[src/core/ctu_pkg.sv]
// Shared constants, register map and types of the charge time unit.
package ctu_pkg;

  // Register byte offsets.
  localparam logic [7:0] OFF_MAIN = 8'h00;
  localparam logic [7:0] OFF_EDGE = 8'h04;
  localparam logic [7:0] OFF_CURR = 8'h08;
  localparam logic [7:0] OFF_STAT = 8'h0c;
  localparam logic [7:0] OFF_MASK = 8'h10;

  // Main control register fields.
  localparam int MAIN_EN        = 7;
  localparam int MAIN_IDLE_STOP = 5;
  localparam int MAIN_DELAY     = 4;
  localparam int MAIN_GATE      = 3;
  localparam int MAIN_ORDER     = 2;
  localparam int MAIN_DISCH     = 1;
  localparam int MAIN_TRIG      = 0;
  localparam logic [7:0] MAIN_MASK = 8'hbf;

  // Edge control register fields.
  localparam int EDGE_TWO_POL = 7;
  localparam int EDGE_TWO_SRC = 5;
  localparam int EDGE_ONE_POL = 4;
  localparam int EDGE_ONE_SRC = 2;
  localparam int EDGE_TWO_FLG = 1;
  localparam int EDGE_ONE_FLG = 0;

  // Current control register fields.
  localparam int CURR_TRIM  = 2;
  localparam int CURR_RANGE = 0;
  localparam logic [1:0] RANGE_OFF = 2'h0;

  // Edge source codes; the code is also the bit index in the source vector.
  localparam logic [1:0] SRC_PIN_FIRST  = 2'h3;
  localparam logic [1:0] SRC_PIN_SECOND = 2'h2;
  localparam logic [1:0] SRC_PWM_FIRST  = 2'h1;
  localparam logic [1:0] SRC_PWM_SECOND = 2'h0;

  // Interrupt status and mask fields.
  localparam int IRQ_EDGE_ONE = 0;
  localparam int IRQ_EDGE_TWO = 1;
  localparam int IRQ_TRIP     = 2;
  localparam int IRQ_W        = 3;

  // Reset values.
  localparam logic [7:0]       RST_REG = 8'h00;
  localparam logic [IRQ_W-1:0] RST_IRQ = 3'h0;

  // Bus responses.
  localparam logic [1:0] RESP_OKAY   = 2'h0;
  localparam logic [1:0] RESP_SLVERR = 2'h2;

  typedef enum logic [2:0]
  {
    ST_IDLE   = 3'b001,
    ST_CHARGE = 3'b010,
    ST_DONE   = 3'b100
  } ctu_state_type;

  function automatic logic ctu_reg_hit(input logic [7:0] addr);
    return (addr == OFF_MAIN) || (addr == OFF_EDGE) || (addr == OFF_CURR) ||
           (addr == OFF_STAT) || (addr == OFF_MASK);
  endfunction

endpackage

[src/core/ctu_bus_if.sv]
// Register access carrier between the bus slave and the register file.
`timescale 1ns/100ps
interface ctu_bus_if;
  logic       wr_en;
  logic [7:0] wr_addr;
  logic [7:0] wr_data;
  logic       wr_strb;
  logic       wr_err;
  logic [7:0] rd_addr;
  logic [7:0] rd_data;
  logic       rd_err;

  modport slave (output wr_en, wr_addr, wr_data, wr_strb, rd_addr, input wr_err, rd_data, rd_err);
  modport regs  (input wr_en, wr_addr, wr_data, wr_strb, rd_addr, output wr_err, rd_data, rd_err);
endinterface

[src/core/ctu_edge.sv]
// Edge source selection and polarity detection for both edge channels.
`timescale 1ns/100ps
module ctu_edge
  import ctu_pkg::*;
(
  // Clock and reset.
  input  wire logic       clk,
  input  wire logic       rst,
  // Source levels, indexed by source code.
  input  wire logic [3:0] sources,
  // Configuration.
  input  wire logic [1:0] src_one,
  input  wire logic [1:0] src_two,
  input  wire logic       pol_one,
  input  wire logic       pol_two,
  // Detected edges.
  output logic            hit_one,
  output logic            hit_two
);

  logic [3:0] prev;

  function automatic logic edge_hit(input logic [3:0] old_v, input logic [3:0] new_v,
                                    input logic [1:0] sel, input logic pol);
    return pol ? (!old_v[sel] && new_v[sel]) : (old_v[sel] && !new_v[sel]);
  endfunction

  always_ff @(posedge clk)
  begin
    // Tracking the sources through reset keeps a source that idles high from looking like an edge on release.
    if (rst)
      prev <= sources;
    else
      prev <= sources;
  end

  assign hit_one = edge_hit(prev, sources, src_one, pol_one);
  assign hit_two = edge_hit(prev, sources, src_two, pol_two);

endmodule

[src/core/ctu_axil.sv]
// AXI4-Lite slave that turns bus transfers into register strobes.
`timescale 1ns/100ps
module ctu_axil
  import ctu_pkg::*;
(
  // Clock and reset.
  input  wire logic        clk,
  input  wire logic        rst,
  // Write address and data.
  input  wire logic [7:0]  awaddr,
  input  wire logic        awvalid,
  output logic             awready,
  input  wire logic [31:0] wdata,
  input  wire logic [3:0]  wstrb,
  input  wire logic        wvalid,
  output logic             wready,
  // Write response.
  output logic [1:0]       bresp,
  output logic             bvalid,
  input  wire logic        bready,
  // Read.
  input  wire logic [7:0]  araddr,
  input  wire logic        arvalid,
  output logic             arready,
  output logic [31:0]      rdata,
  output logic [1:0]       rresp,
  output logic             rvalid,
  input  wire logic        rready,
  // Register side.
  ctu_bus_if.slave         bus
);

  logic [7:0] aw_addr;
  logic [7:0] w_data;
  logic       w_strb;
  logic       do_write;

  // A write fires once both halves are held and no response is pending.
  assign do_write    = !awready && !wready && !bvalid;
  assign bus.wr_en   = do_write;
  assign bus.wr_addr = aw_addr;
  assign bus.wr_data = w_data;
  assign bus.wr_strb = w_strb;
  assign bus.rd_addr = araddr;

  always_ff @(posedge clk)
  begin
    if (rst)
    begin
      awready <= 1'b1;
      wready  <= 1'b1;
      bvalid  <= 1'b0;
      bresp   <= RESP_OKAY;
      aw_addr <= 8'h00;
      w_data  <= 8'h00;
      w_strb  <= 1'b0;
    end
    else
    begin
      if (awvalid && awready)
      begin
        awready <= 1'b0;
        aw_addr <= awaddr;
      end
      if (wvalid && wready)
      begin
        wready <= 1'b0;
        w_data <= wdata[7:0];
        w_strb <= wstrb[0];
      end
      if (do_write)
      begin
        bvalid  <= 1'b1;
        bresp   <= bus.wr_err ? RESP_SLVERR : RESP_OKAY;
        awready <= 1'b1;
        wready  <= 1'b1;
      end
      else if (bvalid && bready)
        bvalid <= 1'b0;
    end
  end

  always_ff @(posedge clk)
  begin
    if (rst)
    begin
      arready <= 1'b1;
      rvalid  <= 1'b0;
      rdata   <= 32'h0000_0000;
      rresp   <= RESP_OKAY;
    end
    else if (arvalid && arready)
    begin
      arready <= 1'b0;
      rvalid  <= 1'b1;
      rdata   <= {24'h00_0000, bus.rd_data};
      rresp   <= bus.rd_err ? RESP_SLVERR : RESP_OKAY;
    end
    else if (rvalid && rready)
    begin
      rvalid  <= 1'b0;
      arready <= 1'b1;
    end
  end

endmodule

[src/core/ctu_top.sv]
// Charge time unit: registers, edge control, current source and delay pulse.
//
// Notes on behaviour
// - Delay mode bit drives pulse on pulse pin.
// - Delay mode: edge one charges, trip ends pulse.
// - Sleep always switches the current source off.
// - Idle stop bit switches source off in Idle.
// - Power disable freezes unit, outputs off; DISCHARGE, CURRENT_RANGE and CURRENT_TRIM still follow the held registers.
// - Reset clears all registers, source off.
// - Edge gate bit passes or blocks edge events.
// - Polarity bits: one rising, zero falling.
// - Edge two source field selects one of four.
// - Edge one source field uses same encoding.
// - Six bit signed trim field adjusts current.
// - Range field sets current level, zero is off.
//
// Design decisions made here: the AXI4-Lite slave port and the placing of the registers.
`timescale 1ns/100ps
module ctu_top
  import ctu_pkg::*;
(
  // Clock and reset.
  input  wire logic        CLK_SYS,
  input  wire logic        SYS_RST,
  // AXI4-Lite write channels.
  input  wire logic [7:0]  AXI_AWADDR,
  input  wire logic        AXI_AWVALID,
  output logic             AXI_AWREADY,
  input  wire logic [31:0] AXI_WDATA,
  input  wire logic [3:0]  AXI_WSTRB,
  input  wire logic        AXI_WVALID,
  output logic             AXI_WREADY,
  output logic [1:0]       AXI_BRESP,
  output logic             AXI_BVALID,
  input  wire logic        AXI_BREADY,
  // AXI4-Lite read channels.
  input  wire logic [7:0]  AXI_ARADDR,
  input  wire logic        AXI_ARVALID,
  output logic             AXI_ARREADY,
  output logic [31:0]      AXI_RDATA,
  output logic [1:0]       AXI_RRESP,
  output logic             AXI_RVALID,
  input  wire logic        AXI_RREADY,
  // Edge sources and comparator.
  input  wire logic        EDGE_PIN_FIRST,
  input  wire logic        EDGE_PIN_SECOND,
  input  wire logic        PWM_CAPTURE_FIRST,
  input  wire logic        PWM_CAPTURE_SECOND,
  input  wire logic        COMPARATOR_TRIP,
  // Power state.
  input  wire logic        SLEEP_MODE,
  input  wire logic        IDLE_MODE,
  input  wire logic        UNIT_POWER_DISABLE,
  // Analog controls and outputs.
  output logic             CURRENT_ON,
  output logic [1:0]       CURRENT_RANGE,
  output logic [5:0]       CURRENT_TRIM,
  output logic             DISCHARGE,
  output logic             DELAY_PULSE_PIN,
  output logic             ADC_TRIGGER,
  output logic             IRQ
);

  ctu_bus_if bus ();

  logic [7:0]       main_ctrl;
  logic [7:0]       edge_ctrl;
  logic [7:0]       curr_ctrl;
  logic [IRQ_W-1:0] irq_stat;
  logic [IRQ_W-1:0] irq_mask;
  ctu_state_type    state;
  ctu_state_type    next_state;
  logic [7:0]       next_edge;
  logic [IRQ_W-1:0] next_stat;

  ctu_axil u_axil
  (
    .clk     (CLK_SYS),
    .rst     (SYS_RST),
    .awaddr  (AXI_AWADDR),
    .awvalid (AXI_AWVALID),
    .awready (AXI_AWREADY),
    .wdata   (AXI_WDATA),
    .wstrb   (AXI_WSTRB),
    .wvalid  (AXI_WVALID),
    .wready  (AXI_WREADY),
    .bresp   (AXI_BRESP),
    .bvalid  (AXI_BVALID),
    .bready  (AXI_BREADY),
    .araddr  (AXI_ARADDR),
    .arvalid (AXI_ARVALID),
    .arready (AXI_ARREADY),
    .rdata   (AXI_RDATA),
    .rresp   (AXI_RRESP),
    .rvalid  (AXI_RVALID),
    .rready  (AXI_RREADY),
    .bus     (bus)
  );

  // Write strobes; writes are dropped while the unit is power disabled, so its registers hold.
  logic wr_ok;
  logic wr_main;
  logic wr_edge;
  logic wr_curr;
  logic wr_stat;
  logic wr_mask;

  assign wr_ok   = bus.wr_en && bus.wr_strb && !UNIT_POWER_DISABLE;
  assign wr_main = wr_ok && (bus.wr_addr == OFF_MAIN);
  assign wr_edge = wr_ok && (bus.wr_addr == OFF_EDGE);
  assign wr_curr = wr_ok && (bus.wr_addr == OFF_CURR);
  assign wr_stat = wr_ok && (bus.wr_addr == OFF_STAT);
  assign wr_mask = wr_ok && (bus.wr_addr == OFF_MASK);
  assign bus.wr_err = !ctu_reg_hit(bus.wr_addr);

  // Reads; reserved bits and unmapped addresses return zero.
  assign bus.rd_err  = !ctu_reg_hit(bus.rd_addr);
  assign bus.rd_data = (bus.rd_addr == OFF_MAIN) ? main_ctrl :
                       (bus.rd_addr == OFF_EDGE) ? edge_ctrl :
                       (bus.rd_addr == OFF_CURR) ? curr_ctrl :
                       (bus.rd_addr == OFF_STAT) ? {5'h00, irq_stat} :
                       (bus.rd_addr == OFF_MASK) ? {5'h00, irq_mask} : 8'h00;

  // Edge detection.
  logic hit_one;
  logic hit_two;

  ctu_edge u_edge
  (
    .clk     (CLK_SYS),
    .rst     (SYS_RST),
    .sources ({EDGE_PIN_FIRST, EDGE_PIN_SECOND, PWM_CAPTURE_FIRST, PWM_CAPTURE_SECOND}),
    .src_one (edge_ctrl[EDGE_ONE_SRC +: 2]),
    .src_two (edge_ctrl[EDGE_TWO_SRC +: 2]),
    .pol_one (edge_ctrl[EDGE_ONE_POL]),
    .pol_two (edge_ctrl[EDGE_TWO_POL]),
    .hit_one (hit_one),
    .hit_two (hit_two)
  );

  logic unit_on;
  logic edge_pass;
  logic set_one;
  logic set_two;
  logic edge_one;
  logic edge_two;

  assign unit_on   = main_ctrl[MAIN_EN] && !UNIT_POWER_DISABLE;
  assign edge_pass = unit_on && main_ctrl[MAIN_GATE];
  assign edge_one  = edge_ctrl[EDGE_ONE_FLG];
  assign edge_two  = edge_ctrl[EDGE_TWO_FLG];
  assign set_one   = edge_pass && hit_one;
  assign set_two   = edge_pass && hit_two && (!main_ctrl[MAIN_ORDER] || edge_one);

  // Hardware set wins over a software clear in the same cycle.
  assign next_edge = wr_edge ? {bus.wr_data[7:2], bus.wr_data[1:0] | {set_two, set_one}}
                             : {edge_ctrl[7:2], edge_ctrl[1:0] | {set_two, set_one}};

  // Charge sequencer.
  logic run_ok;
  logic trip_end;

  assign run_ok = unit_on && !SLEEP_MODE && !(IDLE_MODE && main_ctrl[MAIN_IDLE_STOP]) &&
                  (curr_ctrl[CURR_RANGE +: 2] != RANGE_OFF) && !main_ctrl[MAIN_DISCH];
  assign trip_end = (state == ST_CHARGE) && main_ctrl[MAIN_DELAY] && COMPARATOR_TRIP;

  always_comb
  begin
    next_state = state;
    case (state)
      ST_IDLE:
        if (run_ok && edge_one && !edge_two)
          next_state = ST_CHARGE;
      ST_CHARGE:
        if (!run_ok || !edge_one)
          next_state = ST_IDLE;
        else if (edge_two || trip_end)
          next_state = ST_DONE;
      ST_DONE:
        if (!edge_one)
          next_state = ST_IDLE;
      default:
        next_state = ST_IDLE;
    endcase
  end

  assign next_stat = (irq_stat & ~(wr_stat ? bus.wr_data[IRQ_W-1:0] : RST_IRQ)) |
                     {trip_end && run_ok && edge_one, set_two, set_one};

  // Register file; every register clears on reset.
  always_ff @(posedge CLK_SYS)
  begin
    if (SYS_RST)
    begin
      main_ctrl <= RST_REG;
      edge_ctrl <= RST_REG;
      curr_ctrl <= RST_REG;
      irq_stat  <= RST_IRQ;
      irq_mask  <= RST_IRQ;
    end
    else if (!UNIT_POWER_DISABLE)
    begin
      if (wr_main)
        main_ctrl <= bus.wr_data & MAIN_MASK;
      if (wr_curr)
        curr_ctrl <= bus.wr_data;
      if (wr_mask)
        irq_mask <= bus.wr_data[IRQ_W-1:0];
      edge_ctrl <= next_edge;
      irq_stat  <= next_stat;
    end
  end

  // State and analog outputs, all taken from flops.
  always_ff @(posedge CLK_SYS)
  begin
    if (SYS_RST)
    begin
      state           <= ST_IDLE;
      CURRENT_ON      <= 1'b0;
      DELAY_PULSE_PIN <= 1'b0;
      ADC_TRIGGER     <= 1'b0;
      IRQ             <= 1'b0;
    end
    else
    begin
      state           <= UNIT_POWER_DISABLE ? ST_IDLE : next_state;
      CURRENT_ON      <= !UNIT_POWER_DISABLE && (next_state == ST_CHARGE);
      DELAY_PULSE_PIN <= !UNIT_POWER_DISABLE && main_ctrl[MAIN_DELAY] && (next_state == ST_CHARGE);
      ADC_TRIGGER     <= main_ctrl[MAIN_TRIG] && set_two && edge_one;
      IRQ             <= !UNIT_POWER_DISABLE && |(next_stat & irq_mask);
    end
  end

  // The trim code is passed through unchanged as a signed offset to the analog trim.
  assign CURRENT_TRIM  = curr_ctrl[CURR_TRIM +: 6];
  assign CURRENT_RANGE = curr_ctrl[CURR_RANGE +: 2];
  assign DISCHARGE     = main_ctrl[MAIN_DISCH];

  a_sleep_forces_off: assert property (@(posedge CLK_SYS) disable iff (SYS_RST)
    SLEEP_MODE |=> !CURRENT_ON)
    else $error("Current source on after sleep entry.");

  a_idle_stop_off: assert property (@(posedge CLK_SYS) disable iff (SYS_RST)
    IDLE_MODE && main_ctrl[MAIN_IDLE_STOP] |=> !CURRENT_ON && !DELAY_PULSE_PIN)
    else $error("Current source on in idle with stop set.");

  a_power_disable_off: assert property (@(posedge CLK_SYS) disable iff (SYS_RST)
    UNIT_POWER_DISABLE ##0 $stable(main_ctrl) |=> !CURRENT_ON && !IRQ && $stable(main_ctrl))
    else $error("Unit active while power disabled.");

  a_reset_clears: assert property (@(posedge CLK_SYS) disable iff (SYS_RST)
    $past(SYS_RST) |-> main_ctrl == RST_REG && edge_ctrl == RST_REG && curr_ctrl == RST_REG && !CURRENT_ON)
    else $error("Registers not cleared by reset.");

  a_enable_gates_source: assert property (@(posedge CLK_SYS) disable iff (SYS_RST)
    !main_ctrl[MAIN_EN] |=> !CURRENT_ON)
    else $error("Current source on while unit disabled.");

  a_gate_blocks_edges: assert property (@(posedge CLK_SYS) disable iff (SYS_RST)
    !main_ctrl[MAIN_GATE] && !wr_edge |=> $stable(edge_ctrl[1:0]))
    else $error("Edge flag changed while edges blocked.");

  a_order_enforced: assert property (@(posedge CLK_SYS) disable iff (SYS_RST)
    main_ctrl[MAIN_ORDER] && !edge_one && !edge_two && !wr_edge |=> !edge_ctrl[EDGE_TWO_FLG])
    else $error("Edge two accepted before edge one.");

  a_delay_pulse_mode: assert property (@(posedge CLK_SYS) disable iff (SYS_RST)
    DELAY_PULSE_PIN |-> CURRENT_ON && $past(main_ctrl[MAIN_DELAY]))
    else $error("Delay pulse outside delay mode.");

  a_trip_ends_pulse: assert property (@(posedge CLK_SYS) disable iff (SYS_RST)
    DELAY_PULSE_PIN && COMPARATOR_TRIP && main_ctrl[MAIN_DELAY] |=> !DELAY_PULSE_PIN)
    else $error("Pulse not ended by comparator trip.");

  a_range_off: assert property (@(posedge CLK_SYS) disable iff (SYS_RST)
    curr_ctrl[CURR_RANGE +: 2] == RANGE_OFF |=> !CURRENT_ON)
    else $error("Current source on with range off.");

  a_discharge_stops: assert property (@(posedge CLK_SYS) disable iff (SYS_RST)
    main_ctrl[MAIN_DISCH] |=> DISCHARGE || $past(wr_main) ##0 !CURRENT_ON)
    else $error("Charging while output grounded.");

  a_trigger_cause: assert property (@(posedge CLK_SYS) disable iff (SYS_RST)
    ADC_TRIGGER |-> $past(main_ctrl[MAIN_TRIG]) && edge_ctrl[EDGE_TWO_FLG] && edge_ctrl[EDGE_ONE_FLG])
    else $error("Conversion trigger without edge two.");

  a_charge_window: assert property (@(posedge CLK_SYS) disable iff (SYS_RST)
    CURRENT_ON |-> $past(edge_one) && !$past(edge_two) || $past(state) == ST_CHARGE)
    else $error("Charging outside the edge window.");

endmodule

[config.mk]
export PLATFORM = sky130hd
export DESIGN_NAME = ctu_top
export DESIGN_NICKNAME = d
export VERILOG_FILES = /design/src/core/ctu_pkg.sv /design/src/core/ctu_bus_if.sv /design/src/core/ctu_edge.sv /design/src/core/ctu_axil.sv /design/src/core/ctu_top.sv
export SDC_FILE = /design/constraint.sdc
export NUM_CORES = 1
export LEC_CHECK = 0
export BUFFER_PORTS_ARGS = -buffer_cell sky130_fd_sc_hd__buf_2
export CAP_MARGIN = 10
export CORE_MARGIN = 3
export CORE_UTILIZATION = 32
export DETAILED_ROUTE_END_ITERATION = 8
export GPL_TIMING_DRIVEN = 0
export MAX_ROUTING_LAYER = met4
export SLEW_MARGIN = 20
export SYNTH_ARGS = -nofsm -noshare
export SYNTH_HDL_FRONTEND = slang
export SYNTH_SLANG_ARGS = --single-unit
[constraint.sdc]
create_clock -name CLK_SYS -period 1.92 [get_ports CLK_SYS]
set_input_delay 0 -clock CLK_SYS [delete_from_list [all_inputs] [get_ports CLK_SYS]]
set_output_delay 0 -clock CLK_SYS [all_outputs]
set_load 0.02 [all_outputs]
==> results.tsv <==
metric	value	unit
TritonCTS buffer count	9	
type of element launching the critical path	register	
filler cell count in the final layout	1033	
global route overflow	0	
data arrival time at the worst-slack endpoint	2.35	ns
total power of the final layout	3.14	mW
critical path data required time	2.13	ns
maximum clock frequency	466	MHz
number of antenna violations at the first check in global routing	0	
CTS Sinks	72	
result of the run	finished with violations	
violations in the final reports	negative setup slack	
antenna diode count	0	
total die area	11800	sq um
worst setup path class	reg2reg	
setup clock skew after layout	0.00988	ns
count of warnings emitted by yosys	0	
ys flop type	sky130_fd_sc_hd__dfxtp_1	
most common library cells after synthesis	72 x sky130_fd_sc_hd__dfxtp_1, 47 x sky130_fd_sc_hd__nand2_1, 39 x sky130_fd_sc_hd__a21oi_1, 39 x sky130_fd_sc_hd__nor2_1, 32 x sky130_fd_sc_hd__mux2i_1	
Total Routed Length	9.11	mm
maximum clock path buffer count	2	
DR iter-0 viols	113	
area of the core region	10000	sq um
via count of the first global-routing pass	3024	
half-perimeter wire length after detailed placement	6.79	mm
clock latency reported for the late side of the worst-skew pair	0.35	ns
final critical path time including I/O delays and setup	2.14	ns
leakage dissipation	1.83	nW
FF+latch count, synth	72	
total vias in the final route	3134	
top cell type's share of synthesized area	42.7	%
sequential area share after synthesis	42.7	%
total count of max-transition violations in the final report	0	
Routability Congestion	0.903	
Die Span Y	109	microns
highest layer used for signal routing	met4	
die boundary width	109	microns
CP endpoint kind	register	
Initial Utilization	33.7	%
Total GRT Usage	16.3	%
final hold violation count	0	
proportion of layout cells with a drive suffix above 1	24.7	%
Post-Syn Instances	400	
Post-Syn Area per Cell	8.44	sq um
post-synth cell types	46	
library cell occupying the most area in the post-synthesis netlist	sky130_fd_sc_hd__dfxtp_1	
DRC viols	0	
fin crit share	112	%
largest cells by area after synthesis	sky130_fd_sc_hd__dfxtp_1 43%, sky130_fd_sc_hd__mux2i_1 9.5%, sky130_fd_sc_hd__buf_4 6.0%, sky130_fd_sc_hd__a21oi_1 5.8%, sky130_fd_sc_hd__nand2_1 5.2%	
number of routed nets with antenna violations	0	
FFs w/ async S/R, synth	0	%
wire length on met3	521	microns
I/O pin count	121	
min setup slack post-route	-0.224	ns
total number of nets in the final design	594	
first-pass GRT wire length	14.7	mm
max capacitance violation total	0	
H-tree levels	3	
CTS tree	done	
met1 WL	4.21	mm
master cell of the clock root buffer	sky130_fd_sc_hd__clkbuf_8	
RSZ-0062 raised after global routing	yes	
met2 routed wirelength	4.24	mm
number of enable flip-flop cells after synthesis	0	
critical path cell sequence	or4_4 > or3_4 > or3_1 > buf_6 > mux2i_1 > a21oi_1	
cell type of the slowest stage on the worst timing path	sky130_fd_sc_hd__or4_4	
endpoints failing setup	27	
final-layout setup total negative slack	-4.48	ns
area overhead of the layout relative to synthesis	33.6	%
PD cells	698	nW/um^2
class of the tightest hold or removal check	in2reg	
number of iterations in the first detailed-routing pass	4	
average wire per cell in the routed design	13.7	microns
Worst Tran Pin Value	0.753	ns
Clock transition at path regs	0.08	ns
max incr delay on CP	0.53	ns
most frequent cell after synthesis	sky130_fd_sc_hd__dfxtp_1	
count of buffers from port buffering	64	
combined area of all synthesized cells	3370	sq um
worst-path maximum fanout	8	
Slew HR	49.1	%
VDD IR max	0.000388	V
maximum number of pins on one net before global-route repair	13	
number of rows in the core area	36	
vias per inst	4.72	
==> sequential cells by signal (all words and copies together), names as in the netlist, 3 cells and up <==
name                count
curr_ctrl               8
edge_ctrl               8
u_axil.bus.wr_addr      8
u_axil.bus.wr_data      8
u_axil.rdata            8
main_ctrl               7
u_edge.prev             4
irq_mask                3
irq_stat                3
state                   3
==> stage by stage <==
stage | cells | setup slack (ns) | area, sq um | util (%) | hold slack [ns]
6_report | 664 | -0.224 | 4510 | 45.1 | 0.0497
5_1_grt | 664 | -0.271 | 4510 | 45.1 | 0.101
4_1_cts | 663 | -0.195 | 4440 | 44.4 | 0.0499
3_5_place_dp | 622 | -0.340 | 3960 | 39.6 | 0.144
3_3_place_gp | 622 | -0.341 | 3960 | 39.6 | 0.139
2_1_floorplan | 425 | -0.113 | 3470 | - | 0.0277
==> timing repair <==
item / in CTS / in global routing
pin swaps: 1 / 5
endpoints found under the hold margin: 25 / 0
setup endpoints to repair: 33 / 33
buffers inserted: 4 / 1
hold buffers: 24 / 0
gates resized for setup: 7 / 15
==> critical path: cells and delay by family (launching register included) <==
kind                   cells  cell delay, ns
and+or+nand+nor            3            1.28
DFF                        1            0.32
buffers and inverters      1            0.17
muxes                      1            0.15
AOI/OAI and AO/OA          1            0.08
==> final timing paths <==
kind                              start              end  slack [ns]  cells past startpoint
setup / recovery  u_axil.bus.wr_addr[1]     edge_ctrl[1]       -0.22                      6
hold / removal              AXI_AWVALID   u_axil.awready        0.05                      2
setup reg to reg  u_axil.bus.wr_addr[1]     edge_ctrl[1]       -0.22                      6
hold reg to reg         u_axil.rdata[2]  u_axil.rdata[2]        0.45                      2
==> cell type report <==
| cell class | count | area (sq um) | share of cell area, % |
|---|---|---|---|
| Buffer | 45 | 278 | 6.16 |
| Multi-Input combinational cell | 299 | 1780 | 39.5 |
| Clock buffer | 10 | 138 | 3.05 |
| Sequential cell | 72 | 1440 | 32.0 |
| Inverter | 7 | 26.3 | 0.583 |
| Clock inverter | 5 | 57.6 | 1.28 |
| Tap cell | 133 | 166 | 3.69 |
| Timing Repair Buffer | 93 | 618 | 13.7 |
==> routing by layer <==
metal | up-vias | track usage (%)
met5 | - | -
li1 | 1599 | -
met3 | 14 | 3.79
met1 | 1433 | 20.9
met4 | 0 | 4.33
met2 | 88 | 26.0
==> cell families after synthesis <==
family / synth area share, %
AND/OR/NAND/NOR: 22.7
flip-flops: 42.7
other: 0.111
AO/OA/AOI/OAI: 13.7
multiplexers: 11.5
buffers and inverters: 9.27
==> layout by cell type (no fill, tap or decap), drive strengths merged, types with 4 or more instances in the layout <==
master and count:
clkbuf 26, mux2 4, inv 7, nor2 39
nand2b 14, o21ai 18, nor3 5, nand2 47
buf 98, nor2b 4, mux2i 32, dlygate4sd3 24
nand3 27, or3 5, a21oi 39, dfxtp 72
conb 26
==> where the power goes <==
| group | switching, mW | internal, mW |
|---|---|---|
| clock | 0.566 | 0.625 |
| sequential | 0.0396 | 1.53 |
| combinational | 0.213 | 0.171 |
Note: power is estimated with default switching activity, not from simulation.
